==> config.mk <==
export PLATFORM = sky130hd
export DESIGN_NAME = pin_top
export DESIGN_NICKNAME = d
export VERILOG_FILES = /design/src/logic/pin_pkg.sv /design/src/logic/pin_chan.sv /design/src/logic/pin_top.sv
export VERILOG_INCLUDE_DIRS = /design/src /design/src/logic
export SDC_FILE = /design/constraint.sdc
export NUM_CORES = 1
export LEC_CHECK = 0
export BUFFER_PORTS_ARGS = -buffer_cell sky130_fd_sc_hd__buf_4
export CORE_MARGIN = 2
export CORE_UTILIZATION = 42
export CTS_CLUSTER_DIAMETER = 150
export DETAILED_ROUTE_END_ITERATION = 8
export GPL_TIMING_DRIVEN = 1
export PLACE_DENSITY = 0.91
export SETUP_SLACK_MARGIN = 0.4
export SKIP_CTS_REPAIR_TIMING = 1
export SYNTH_ARGS = -nofsm -noshare
export SYNTH_HDL_FRONTEND = slang
export SYNTH_HIERARCHICAL = 1
export SYNTH_SLANG_ARGS = --single-unit
==> constraint.sdc <==
create_clock -name MCLK -period 3.7 [get_ports MCLK]
set_input_delay 0.74 -clock MCLK [delete_from_list [all_inputs] [get_ports MCLK]]
set_output_delay 0.74 -clock MCLK [all_outputs]
set_load 0.005 [all_outputs]
==> src/logic/pin_defines.svh <==
// timing, field positions and reset levels for the serial and modem pin logic
`ifndef PIN_DEFINES_SVH
`define PIN_DEFINES_SVH
`define MODEM_CTRL_DTR_BIT 0
`define MODEM_CTRL_RTS_BIT 1
`define MODEM_CTRL_OP2_BIT 3
`define MODEM_CTRL_IR_BIT 6
`define FEAT_CTRL_IRINV_BIT 2
`define FEAT_CTRL_RS485_BIT 3
`define ENH_FEAT_ARTS_BIT 6
`define ENH_FEAT_ACTS_BIT 7
`define INT_EN_CTSINT_BIT 7
`define ENH_MODE_485Q_BIT 3
`define IR_PULSE_NS 16
`define CLK_NS 4
`define IR_PULSE_CYC ((`IR_PULSE_NS + `CLK_NS - 1) / `CLK_NS)
`define MODEM_CTRL_RST 8'h00
`endif

==> src/logic/pin_pkg.sv <==
// types for the serial and modem pin logic
package pin_pkg;
  typedef struct packed {
    logic [7:0] modem_control_reg;
    logic [7:0] feature_control_reg;
    logic [7:0] enhanced_feature_reg;
    logic [7:0] interrupt_enable_reg;
    logic [7:0] enhanced_mode_select_reg;
  } chan_ctrl_t;
  typedef struct packed {
    logic tx_valid;
    logic tx_data;
    logic int_req;
    logic rx_has_data;
    logic rts_flow_n;
  } chan_core_t;
  typedef enum logic [2:0] {
    IR_IDLE = 3'b001,
    IR_PULSE = 3'b010,
    IR_REST = 3'b100
  } ir_state_t;
endpackage : pin_pkg

==> src/logic/pin_chan.sv <==
// one channel of serial, modem and status pin logic
`timescale 1ns/10ps
`default_nettype none
`include "pin_defines.svh"
module pin_chan (
  input wire logic mclk,
  input wire logic rst_n,
  input wire pin_pkg::chan_ctrl_t ctrl,
  input wire pin_pkg::chan_core_t core,
  input wire logic serial_in,
  input wire logic clear_to_send_n,
  output logic serial_out_r,
  output logic request_to_send_n_r,
  output logic terminal_ready_n_r,
  output logic general_output_two_n_r,
  output logic irq_out_r,
  output logic irq_oe_n_r,
  output logic receiver_ready_n_r,
  output logic rx_bit_r,
  output logic tx_allowed_r,
  output logic cts_event_r
);
  import pin_pkg::*;
  logic ir_mode;
  logic [3:0] cnt_r;
  logic ir_tx_r;
  logic cts_d_r;
  logic rx_in;
  ir_state_t st_r;
  assign ir_mode = ctrl.modem_control_reg[`MODEM_CTRL_IR_BIT];
  // infrared receive idles low; optional inversion before the decoder
  assign rx_in = ir_mode ? (serial_in ^ ctrl.feature_control_reg[`FEAT_CTRL_IRINV_BIT]) :
    serial_in;
  // infrared encoder: a short high pulse for each zero bit, low otherwise
  always_ff @(posedge mclk) begin
    if (!rst_n) begin
      st_r <= IR_IDLE;
      cnt_r <= 4'h0;
      ir_tx_r <= 1'b0;
    end else begin
      unique case (st_r)
        IR_IDLE: begin
          ir_tx_r <= 1'b0;
          if (core.tx_valid && !core.tx_data) begin
            st_r <= IR_PULSE;
            ir_tx_r <= 1'b1;
            cnt_r <= 4'(`IR_PULSE_CYC);
          end
        end
        IR_PULSE: begin
          cnt_r <= cnt_r - 4'h1;
          if (cnt_r == 4'h1) begin
            st_r <= IR_REST;
            ir_tx_r <= 1'b0;
          end
        end
        IR_REST: begin
          if (!core.tx_valid) st_r <= IR_IDLE;
        end
      endcase
    end
  end
  // line output: high idle in standard mode, low idle in infrared mode
  always_ff @(posedge mclk) begin
    if (!rst_n) serial_out_r <= 1'b1;
    else if (ir_mode) serial_out_r <= ir_tx_r;
    else serial_out_r <= core.tx_valid ? core.tx_data : 1'b1;
  end
  // decoded receive bit; standard mode passes the line level through
  always_ff @(posedge mclk) begin
    if (!rst_n) rx_bit_r <= 1'b1;
    else rx_bit_r <= ir_mode ? ~rx_in : rx_in;
  end
  // op2 pin and interrupt enable; op2 is the inverse of the control bit
  always_ff @(posedge mclk) begin
    if (!rst_n) begin
      general_output_two_n_r <= 1'b1;
      irq_oe_n_r <= 1'b1;
      irq_out_r <= 1'b0;
    end else begin
      general_output_two_n_r <= ~ctrl.modem_control_reg[`MODEM_CTRL_OP2_BIT];
      irq_oe_n_r <= ~ctrl.modem_control_reg[`MODEM_CTRL_OP2_BIT];
      irq_out_r <= core.int_req;
    end
  end
  // rts: manual bit, auto flow or rs485 direction (asserted while sending with the 485q bit clear, inverted with it set)
  always_ff @(posedge mclk) begin
    if (!rst_n) request_to_send_n_r <= 1'b1;
    else if (ctrl.feature_control_reg[`FEAT_CTRL_RS485_BIT])
      request_to_send_n_r <= ~(core.tx_valid ^
        ctrl.enhanced_mode_select_reg[`ENH_MODE_485Q_BIT]);
    else if (ctrl.enhanced_feature_reg[`ENH_FEAT_ARTS_BIT])
      // relies on software having asserted the manual bit first
      request_to_send_n_r <= ~ctrl.modem_control_reg[`MODEM_CTRL_RTS_BIT] |
        core.rts_flow_n;
    else request_to_send_n_r <= ~ctrl.modem_control_reg[`MODEM_CTRL_RTS_BIT];
  end
  // dtr is a plain general output, active low
  always_ff @(posedge mclk) begin
    if (!rst_n) terminal_ready_n_r <= 1'b1;
    else terminal_ready_n_r <= ~ctrl.modem_control_reg[`MODEM_CTRL_DTR_BIT];
  end
  // auto cts gating and its change event; dsr/cd/ri are never looked at
  always_ff @(posedge mclk) begin
    if (!rst_n) begin
      tx_allowed_r <= 1'b1;
      cts_d_r <= 1'b1;
      cts_event_r <= 1'b0;
    end else begin
      cts_d_r <= clear_to_send_n;
      tx_allowed_r <= !ctrl.enhanced_feature_reg[`ENH_FEAT_ACTS_BIT] ||
        !clear_to_send_n;
      cts_event_r <= ctrl.enhanced_feature_reg[`ENH_FEAT_ACTS_BIT] &&
        ctrl.interrupt_enable_reg[`INT_EN_CTSINT_BIT] && (cts_d_r != clear_to_send_n);
    end
  end
  // receiver ready, low while receive data waits
  always_ff @(posedge mclk) begin
    if (!rst_n) receiver_ready_n_r <= 1'b1;
    else receiver_ready_n_r <= ~core.rx_has_data;
  end
  idle_high_a: assert property (@(posedge mclk) disable iff (!rst_n)
    !ir_mode && !core.tx_valid |=> serial_out_r || $past(ir_mode))
    else $error("standard idle not high");
  op2_map_a: assert property (@(posedge mclk) disable iff (!rst_n)
    $past(ctrl.modem_control_reg[`MODEM_CTRL_OP2_BIT]) |->
      !general_output_two_n_r && !irq_oe_n_r)
    else $error("op2 set not reflected");
  op2_clr_a: assert property (@(posedge mclk) disable iff (!rst_n)
    !$past(ctrl.modem_control_reg[`MODEM_CTRL_OP2_BIT]) |->
      general_output_two_n_r && irq_oe_n_r)
    else $error("op2 clear not reflected");
  rxrdy_map_a: assert property (@(posedge mclk) disable iff (!rst_n)
    core.rx_has_data |=> !receiver_ready_n_r)
    else $error("receiver ready not low");
  cts_gate_a: assert property (@(posedge mclk) disable iff (!rst_n)
    ctrl.enhanced_feature_reg[`ENH_FEAT_ACTS_BIT] && clear_to_send_n |=> !tx_allowed_r)
    else $error("cts gate open");
  ir_idle_a: assert property (@(posedge mclk) disable iff (!rst_n)
    ir_mode && st_r == IR_IDLE ##1 ir_mode |=> !serial_out_r || ir_tx_r)
    else $error("ir idle not low");
  ir_cover_c: cover property (@(posedge mclk) st_r == IR_PULSE);
  cts_cover_c: cover property (@(posedge mclk) cts_event_r);
  op2_cover_c: cover property (@(posedge mclk) !general_output_two_n_r);
endmodule : pin_chan
`default_nettype wire

==> src/logic/pin_top.sv <==
// Operation
// - standard mode: transmit idles and resets high
// - infrared mode: encoder path, transmit idles low
// - infrared receive idles low, optional inversion
// - op2 bit set: interrupt active, op2 low
// - op2 bit clear: interrupt tristate, op2 high
// - dsr, cd, ri have no effect
// - auto cts flow control with interrupt enable
// - rts as auto rs485 direction control
// - receiver ready output shows receive status
// - dtr is active-low general output
`timescale 1ns/10ps
`default_nettype none
module pin_top (
  // clock and reset
  input wire logic MCLK,
  input wire logic RST_N,
  // per channel controls and core status, index 0 = a, 1 = b
  input wire pin_pkg::chan_ctrl_t CTRL [2],
  input wire pin_pkg::chan_core_t CORE [2],
  // line inputs; the remote end keeps standard receive idle high
  input wire logic [1:0] SERIAL_IN,
  input wire logic [1:0] CLEAR_TO_SEND_N,
  input wire logic [1:0] SET_READY_N,
  input wire logic [1:0] CARRIER_DETECT_N,
  input wire logic [1:0] RING_INDICATOR_N,
  // line and status outputs
  output logic [1:0] SERIAL_OUT,
  output logic [1:0] REQUEST_TO_SEND_N,
  output logic [1:0] TERMINAL_READY_N,
  output logic [1:0] GENERAL_OUTPUT_TWO_N,
  output logic [1:0] IRQ_OUT,
  output logic [1:0] IRQ_OE_N,
  output logic [1:0] RECEIVER_READY_N,
  // back to the channel core
  output logic [1:0] RX_BIT,
  output logic [1:0] TX_ALLOWED,
  output logic [1:0] CTS_EVENT,
  output logic [5:0] GP_IN
);
  import pin_pkg::*;
  // general inputs only reported, never steer the channel
  always_ff @(posedge MCLK) begin
    if (!RST_N) GP_IN <= 6'h3f;
    else GP_IN <= {SET_READY_N, CARRIER_DETECT_N, RING_INDICATOR_N};
  end
  // two independent copies, each with its own controls
  genvar g;
  generate
    for (g = 0; g < 2; g++) begin : gen_chan
      pin_chan u_chan (
        .mclk(MCLK),
        .rst_n(RST_N),
        .ctrl(CTRL[g]),
        .core(CORE[g]),
        .serial_in(SERIAL_IN[g]),
        .clear_to_send_n(CLEAR_TO_SEND_N[g]),
        .serial_out_r(SERIAL_OUT[g]),
        .request_to_send_n_r(REQUEST_TO_SEND_N[g]),
        .terminal_ready_n_r(TERMINAL_READY_N[g]),
        .general_output_two_n_r(GENERAL_OUTPUT_TWO_N[g]),
        .irq_out_r(IRQ_OUT[g]),
        .irq_oe_n_r(IRQ_OE_N[g]),
        .receiver_ready_n_r(RECEIVER_READY_N[g]),
        .rx_bit_r(RX_BIT[g]),
        .tx_allowed_r(TX_ALLOWED[g]),
        .cts_event_r(CTS_EVENT[g])
      );
    end
  endgenerate
endmodule : pin_top
`default_nettype wire

# [Word level (Yosys, flattened, before mapping)]
# Index checks and enable logic that the tools add are counted.
[op_classes] n_bitwise=18 addsub=2 n_reduce_logical=22 n_mux=30 eq_ne=16
[op_table] operator="3-bit 2-to-1 mux" count=6
[op_table] operator="3-bit case mux with 3 select lines" count=2
[op_table] operator="1-bit 2-to-1 mux" count=16
[op_table] operator="4-bit case mux with 2 select lines" count=2
[op_table] operator="1-bit inverter" count=12
[op_table] operator="4-bit by 1-bit equality test with 1-bit output, second input constant" count=2
[op_table] operator="4-bit 2-to-1 mux" count=2
[op_table] operator="2-bit by 1-bit != test with 1-bit output, second input constant" count=4
[op_table] operator="2-bit AND reduction" count=4
[op_table] operator="4-bit by 1-bit subtractor with 4-bit output, second input constant" count=2
[op_table] operator="3-bit by 1-bit equality test with 1-bit output, second input constant" count=2
[op_table] operator="3-bit by 2-bit equality test with 1-bit output, second input constant" count=2
[op_table] operator="3-bit equality test, second input constant" count=2
[op_table] operator="1-bit logical AND" count=6
[op_table] operator="1-bit zero test" count=6
[op_table] operator="3-bit AND reduction" count=2
[op_table] operator="2-bit != test, second input constant" count=2
[op_table] operator="1-bit case mux with 2 select lines" count=2
[op_table] operator="2-bit nonzero test" count=2
[op_table] operator="1-bit XOR" count=4
[op_table] operator="1-bit logical OR" count=2
[op_table] operator="1-bit != test" count=2
[op_table] operator="1-bit bitwise OR" count=2
[word_totals] regBits=42 out_inout_bits=26 in_bits=102 elab_cells=115

# [Depth between registers and ports, before layout]
[logic_depth] depth_word=4 mapped_depth=5 mapped_depth_nobuf=5

# [Cells and area by module]
# Netlist, hierarchy kept.
[modules_own_cells] mod="pin_chan" n_inst=2 seq_area_each_um2=360.3 area_per_inst_um2=759.5 cells_each=80
[modules_own_cells] mod="pin_top" n_inst=1 seq_area_each_um2=120.1 area_per_inst_um2=157.7 cells_each=12

# [Least setup slack after synthesis]
# No wires, ideal clock.
[synth_timing] path_type="input port to flip-flop" start="in CORE[8] in the netlist's numbering" end="reg gen_chan[0].u_chan.cnt_r[3]" slack_ns=2.160 t_required_ns=3.585 path_buffers=1 setup_ns=0.115 path_stages=4 t_arrival_ns=1.425 cell_sequence="nand2b_1 -> clkbuf_1 -> o221a_1 -> o21a_1"
[synth_between] elab_chain_len=4
[synth_lines] element="start: declaration" line_no="pin_top.sv:20" source="input wire pin_pkg::chan_core_t CORE [2],"
[synth_lines] element="1-bit zero test" line_no="pin_chan.sv:44" source="if (core.tx_valid && !core.tx_data) begin"
[synth_lines] element="1-bit logical AND" line_no="pin_chan.sv:44"
[synth_lines] element="2-bit by 1-bit != test with 1-bit output (no line)"
[synth_lines] element="2-bit AND reduction (no line)"
[synth_lines] element="end signal: assignment" line_no="pin_chan.sv:47" source="cnt_r <= 4'(`IR_PULSE_CYC);"
[synth_lines] element="end signal: assignment" line_no="pin_chan.sv:51" source="cnt_r <= cnt_r - 4'h1;"
[synth_lines] element="end: declaration" line_no="pin_chan.sv:25" source="logic [3:0] cnt_r;"
# No other way between the ends.
# A chain may end at the register's enable or synchronous reset.

# [Worst setup path after layout]
[layout_timing] start="reg gen_chan[1].u_chan.st_r[0]" end="reg gen_chan[1].u_chan.cnt_r[3]"
[layout_between] elab_chain_len=3 elab_cells_between_ends=6 cone_classes="3 x eq/ne; 1 x mux; 2 x reduce/logical"
[layout_lines] element="start: declaration" line_no="pin_chan.sv:29" source="ir_state_t st_r;"
[layout_lines] element="start signal: assignment" line_no="pin_chan.sv:37" source="st_r <= IR_IDLE;"
[layout_lines] element="start signal: assignment" line_no="pin_chan.sv:45" source="st_r <= IR_PULSE;"
[layout_lines] element="start signal: assignment" line_no="pin_chan.sv:53" source="st_r <= IR_REST;"
[layout_lines] element="3-bit by 1-bit equality test with 1-bit output / 3-bit by 2-bit equality test with 1-bit output (equally long branches)" line_no="pin_chan.sv:41" source="unique case (st_r)"
[layout_lines] element="2-bit by 1-bit != test with 1-bit output (no line) / 2-bit nonzero test (equally long branches)"
[layout_lines] element="2-bit AND reduction (no line)"
[layout_lines] element="end signal: assignment" line_no="pin_chan.sv:47"
[layout_lines] element="end signal: assignment" line_no="pin_chan.sv:51"
[layout_lines] element="end: declaration" line_no="pin_chan.sv:25"
# Parallel ways exist; a longest one is shown, timed or not.

==> reports/qor.yml <==
status: "finished clean"
p_per_area_nw_per_um2: 408.7
netlist.area_leader.share_pct: 50.15
synthSimpleGateAreaFrac_pct: 20.90
synth_area_leaders: "dfxtp_1 (50%), nand2b_1 (5.2%), nand2_1 (3.6%), ha_1 (3.0%), a21boi_1 (2.7%)"
dieWidth_microns: 67.18
cts_max_level: 2
synth_top_area_cell: "dfxtp_1"
netlist_area_sq_um: 1677
gp_congestion: 0.8139
hold_viol_final: 0
start_kind: "register"
fin_skew_ns: 0.006249
dpl_cell_area_sq_um: 2185
wire_per_inst_microns: 11.48
tritoncts: "built"
io_buffers: 67
synth_top_family_by_area: "simple AND/OR/NAND/NOR gates"
synth_area_per_cell_sq_um: 9.748
endpoint_kind: "register"
dr.first_iter.drc_count: 48
grt_overflow: 0
maxSlewViolCount: 0
synth_xor_area_share_pct: 3.134
synthesis.nets: 278
antenna_found_initial: 0
layout-drive-gt1-share_pct: 32.77
dp_cells: 275
ir_worst_vdd_mv: 0.2731
worstPathArrival_ns: 1.68
synth_mux_area_share_pct: 2.537
p_leak_nw: 1.006
drc_errors: 0
dpl.hpwl_mm: 2.465
grt_max_degree: 45
grt_pass1_vias: 1259
floorplan.initialDensity_pct: 44.79
cts.sinks: 42
tightestPinTransition_ns: 0.3862
drv_cap: 0
finalCriticalPeriod_ns: 1.500
grt_pass1_wl_mm: 5.078
final_cells: 283
synth-seq-cells: 42
antenna_cells: 0
setup_viol: 0
critPathLaunch: "gen_chan[1].u_chan/st_r[0]$_SDFFE_PN1P_"
vias: 1365
coreArea_sq_um: 3744
path_class: "register to register"
finalCritPeriodShare_pct: 40.54
yosysWarnings: 6
fin_tns_setup_ns: 0
syn_inst: 172
fmax_mhz: 666.6
relSlewSlack_pct: 73.89
clockRootBuffer: "clkbuf_8"
nets: 340
ioPinCount: 128
ys_types: 33
multi_input_area_sq_um: 743.2
critical_path_required_ns: 3.88
reg2reg_from: "gen_chan[1].u_chan/st_r[0]$_SDFFE_PN1P_"
cp_max_fo: 7
synth_commonest_cells: "dfxtp_1 (42), nand2_1 (16), nand2b_1 (14), inv_1 (10), clkbuf_1 (8)"
regArea_sq_um: 840.8
synth_compound_area_share_pct: 14.78
clock_latency_ns: 0.28
die_y_microns: 67.18
postRouteAntennaNets: 0
cts_buffers: 5
first_pass_iters: 4
clockBufferDepth: 2
vias_per_cell: 4.823
rows: 22
drt-total-wl_mm: 3.249
grtUsageTotal_pct: 14.55
hold_start: "gen_chan[1].u_chan/ir_tx_r$_SDFFE_PN0P_"
fill_cells: 331
synth_flop_cell: "dfxtp_1"
dieArea_sq_um: 4513
yosysMostFrequentCell: "dfxtp_1"
path_clk_slew_ns: 0.09
syn2layout_area_growth_pct: 35.82
min_path_type: "register to register"
synthArstFlopShare_pct: 0
synth-seq-area-share_pct: 50.15
rsz0062_at_grt: "false"
synthAdderAreaFrac_pct: 2.985
synth_edf_count: 0
postLayoutCellArea_sq_um: 2277
[critical path, cell delays in order, from the launching register on]
cell and delay, ns:
dfxtp_1 0.44, or3b_1 0.48, o221a_1 0.30, o21a_1 0.18
[per-layer routing]
layer  GRT usage (%)  wire [microns]  vias to the layer above
met5               0               0                        -
met4           5.612              51                        0
met3           3.333             213                        4
met2           27.97            1668                       48
met1           15.14            1317                      606
li1                -               -                      707
[layout by cell type, fill, tap and decap left out, drive strengths merged, types with 5 or more instances in the layout]
cell / count
a21boi: 6
buf: 67
clkbuf: 5
dfxtp: 42
inv: 11
nand2: 16
nand2b: 14
nand3: 6
nor3b: 6
[final cells by class]
type	count	area share, %
inverter	10	1.648
timing repair buffer	67	22.09
tap	48	2.637
clock inverter	3	1.044
clock buffer	5	3.022
sequential	42	36.92
multi-input combinational	108	32.64
[where the power goes]
part	leakage, nW	internal (mW)	switching [mW]	total, mW
Combinational	0.617	0.0849	0.0560	0.141
Sequential	0.348	0.480	0.0193	0.500
Clock	0.0408	0.135	0.155	0.290
[kinds of logic after synthesis]
group                    count (synthesis)
AND/OR/NAND/NOR                         62
adder cells (fa/ha/maj)                  4
buffers and inverters                   22
AO/OA/AOI/OAI                           32
multiplexers                             4
flip-flops                              42
XOR/XNOR                                 6
[metrics by stage]
| step | setup slack (ns) | total power, mW | util [%] | hold WS, ns |
|---|---|---|---|---|
| floorplan | 2.160 | 0.5820 | - | 0.4436 |
| global placement | 2.011 | 0.6461 | 58.36 | 0.4554 |
| detailed placement | 2.005 | 0.6519 | 58.36 | 0.4632 |
| CTS | 2.198 | 0.9440 | 60.83 | 0.4758 |
| global route | 2.122 | 0.9829 | 60.83 | 0.4963 |
| finish | 2.200 | 0.9307 | 60.83 | 0.4723 |
[registers in the layout (all words and copies together) (netlist names)]
| name | count |
|---|---|
| gen_chan.u_chan/cts_d_r | 2 |
| gen_chan.u_chan/irq_out_r | 2 |
| gen_chan.u_chan/terminal_ready_n_r | 2 |
| gen_chan.u_chan/receiver_ready_n_r | 2 |
| gen_chan.u_chan/irq_oe_n_r | 2 |
| gen_chan.u_chan/st_r | 6 |
| gen_chan.u_chan/tx_allowed_r | 2 |
| gen_chan.u_chan/request_to_send_n_r | 2 |
| gen_chan.u_chan/cts_event_r | 2 |
| gen_chan.u_chan/rx_bit_r | 2 |
| gen_chan.u_chan/serial_out_r | 2 |
| GP_IN | 6 |
| gen_chan.u_chan/cnt_r | 8 |
| gen_chan.u_chan/ir_tx_r | 2 |
[final timing paths]
kind | to | slack [ns] | cells past startpoint
max | gen_chan[1].u_chan/cnt_r[3]$_SDFFE_PN0P_ | 2.20 | 3
min | gen_chan[1].u_chan/ir_tx_r$_SDFFE_PN0P_ | 0.47 | 2
max reg2reg | gen_chan[1].u_chan/cnt_r[3]$_SDFFE_PN0P_ | 2.20 | 3
min reg2reg | gen_chan[1].u_chan/ir_tx_r$_SDFFE_PN0P_ | 0.47 | 2
Note: power is estimated with default switching activity, not from simulation.
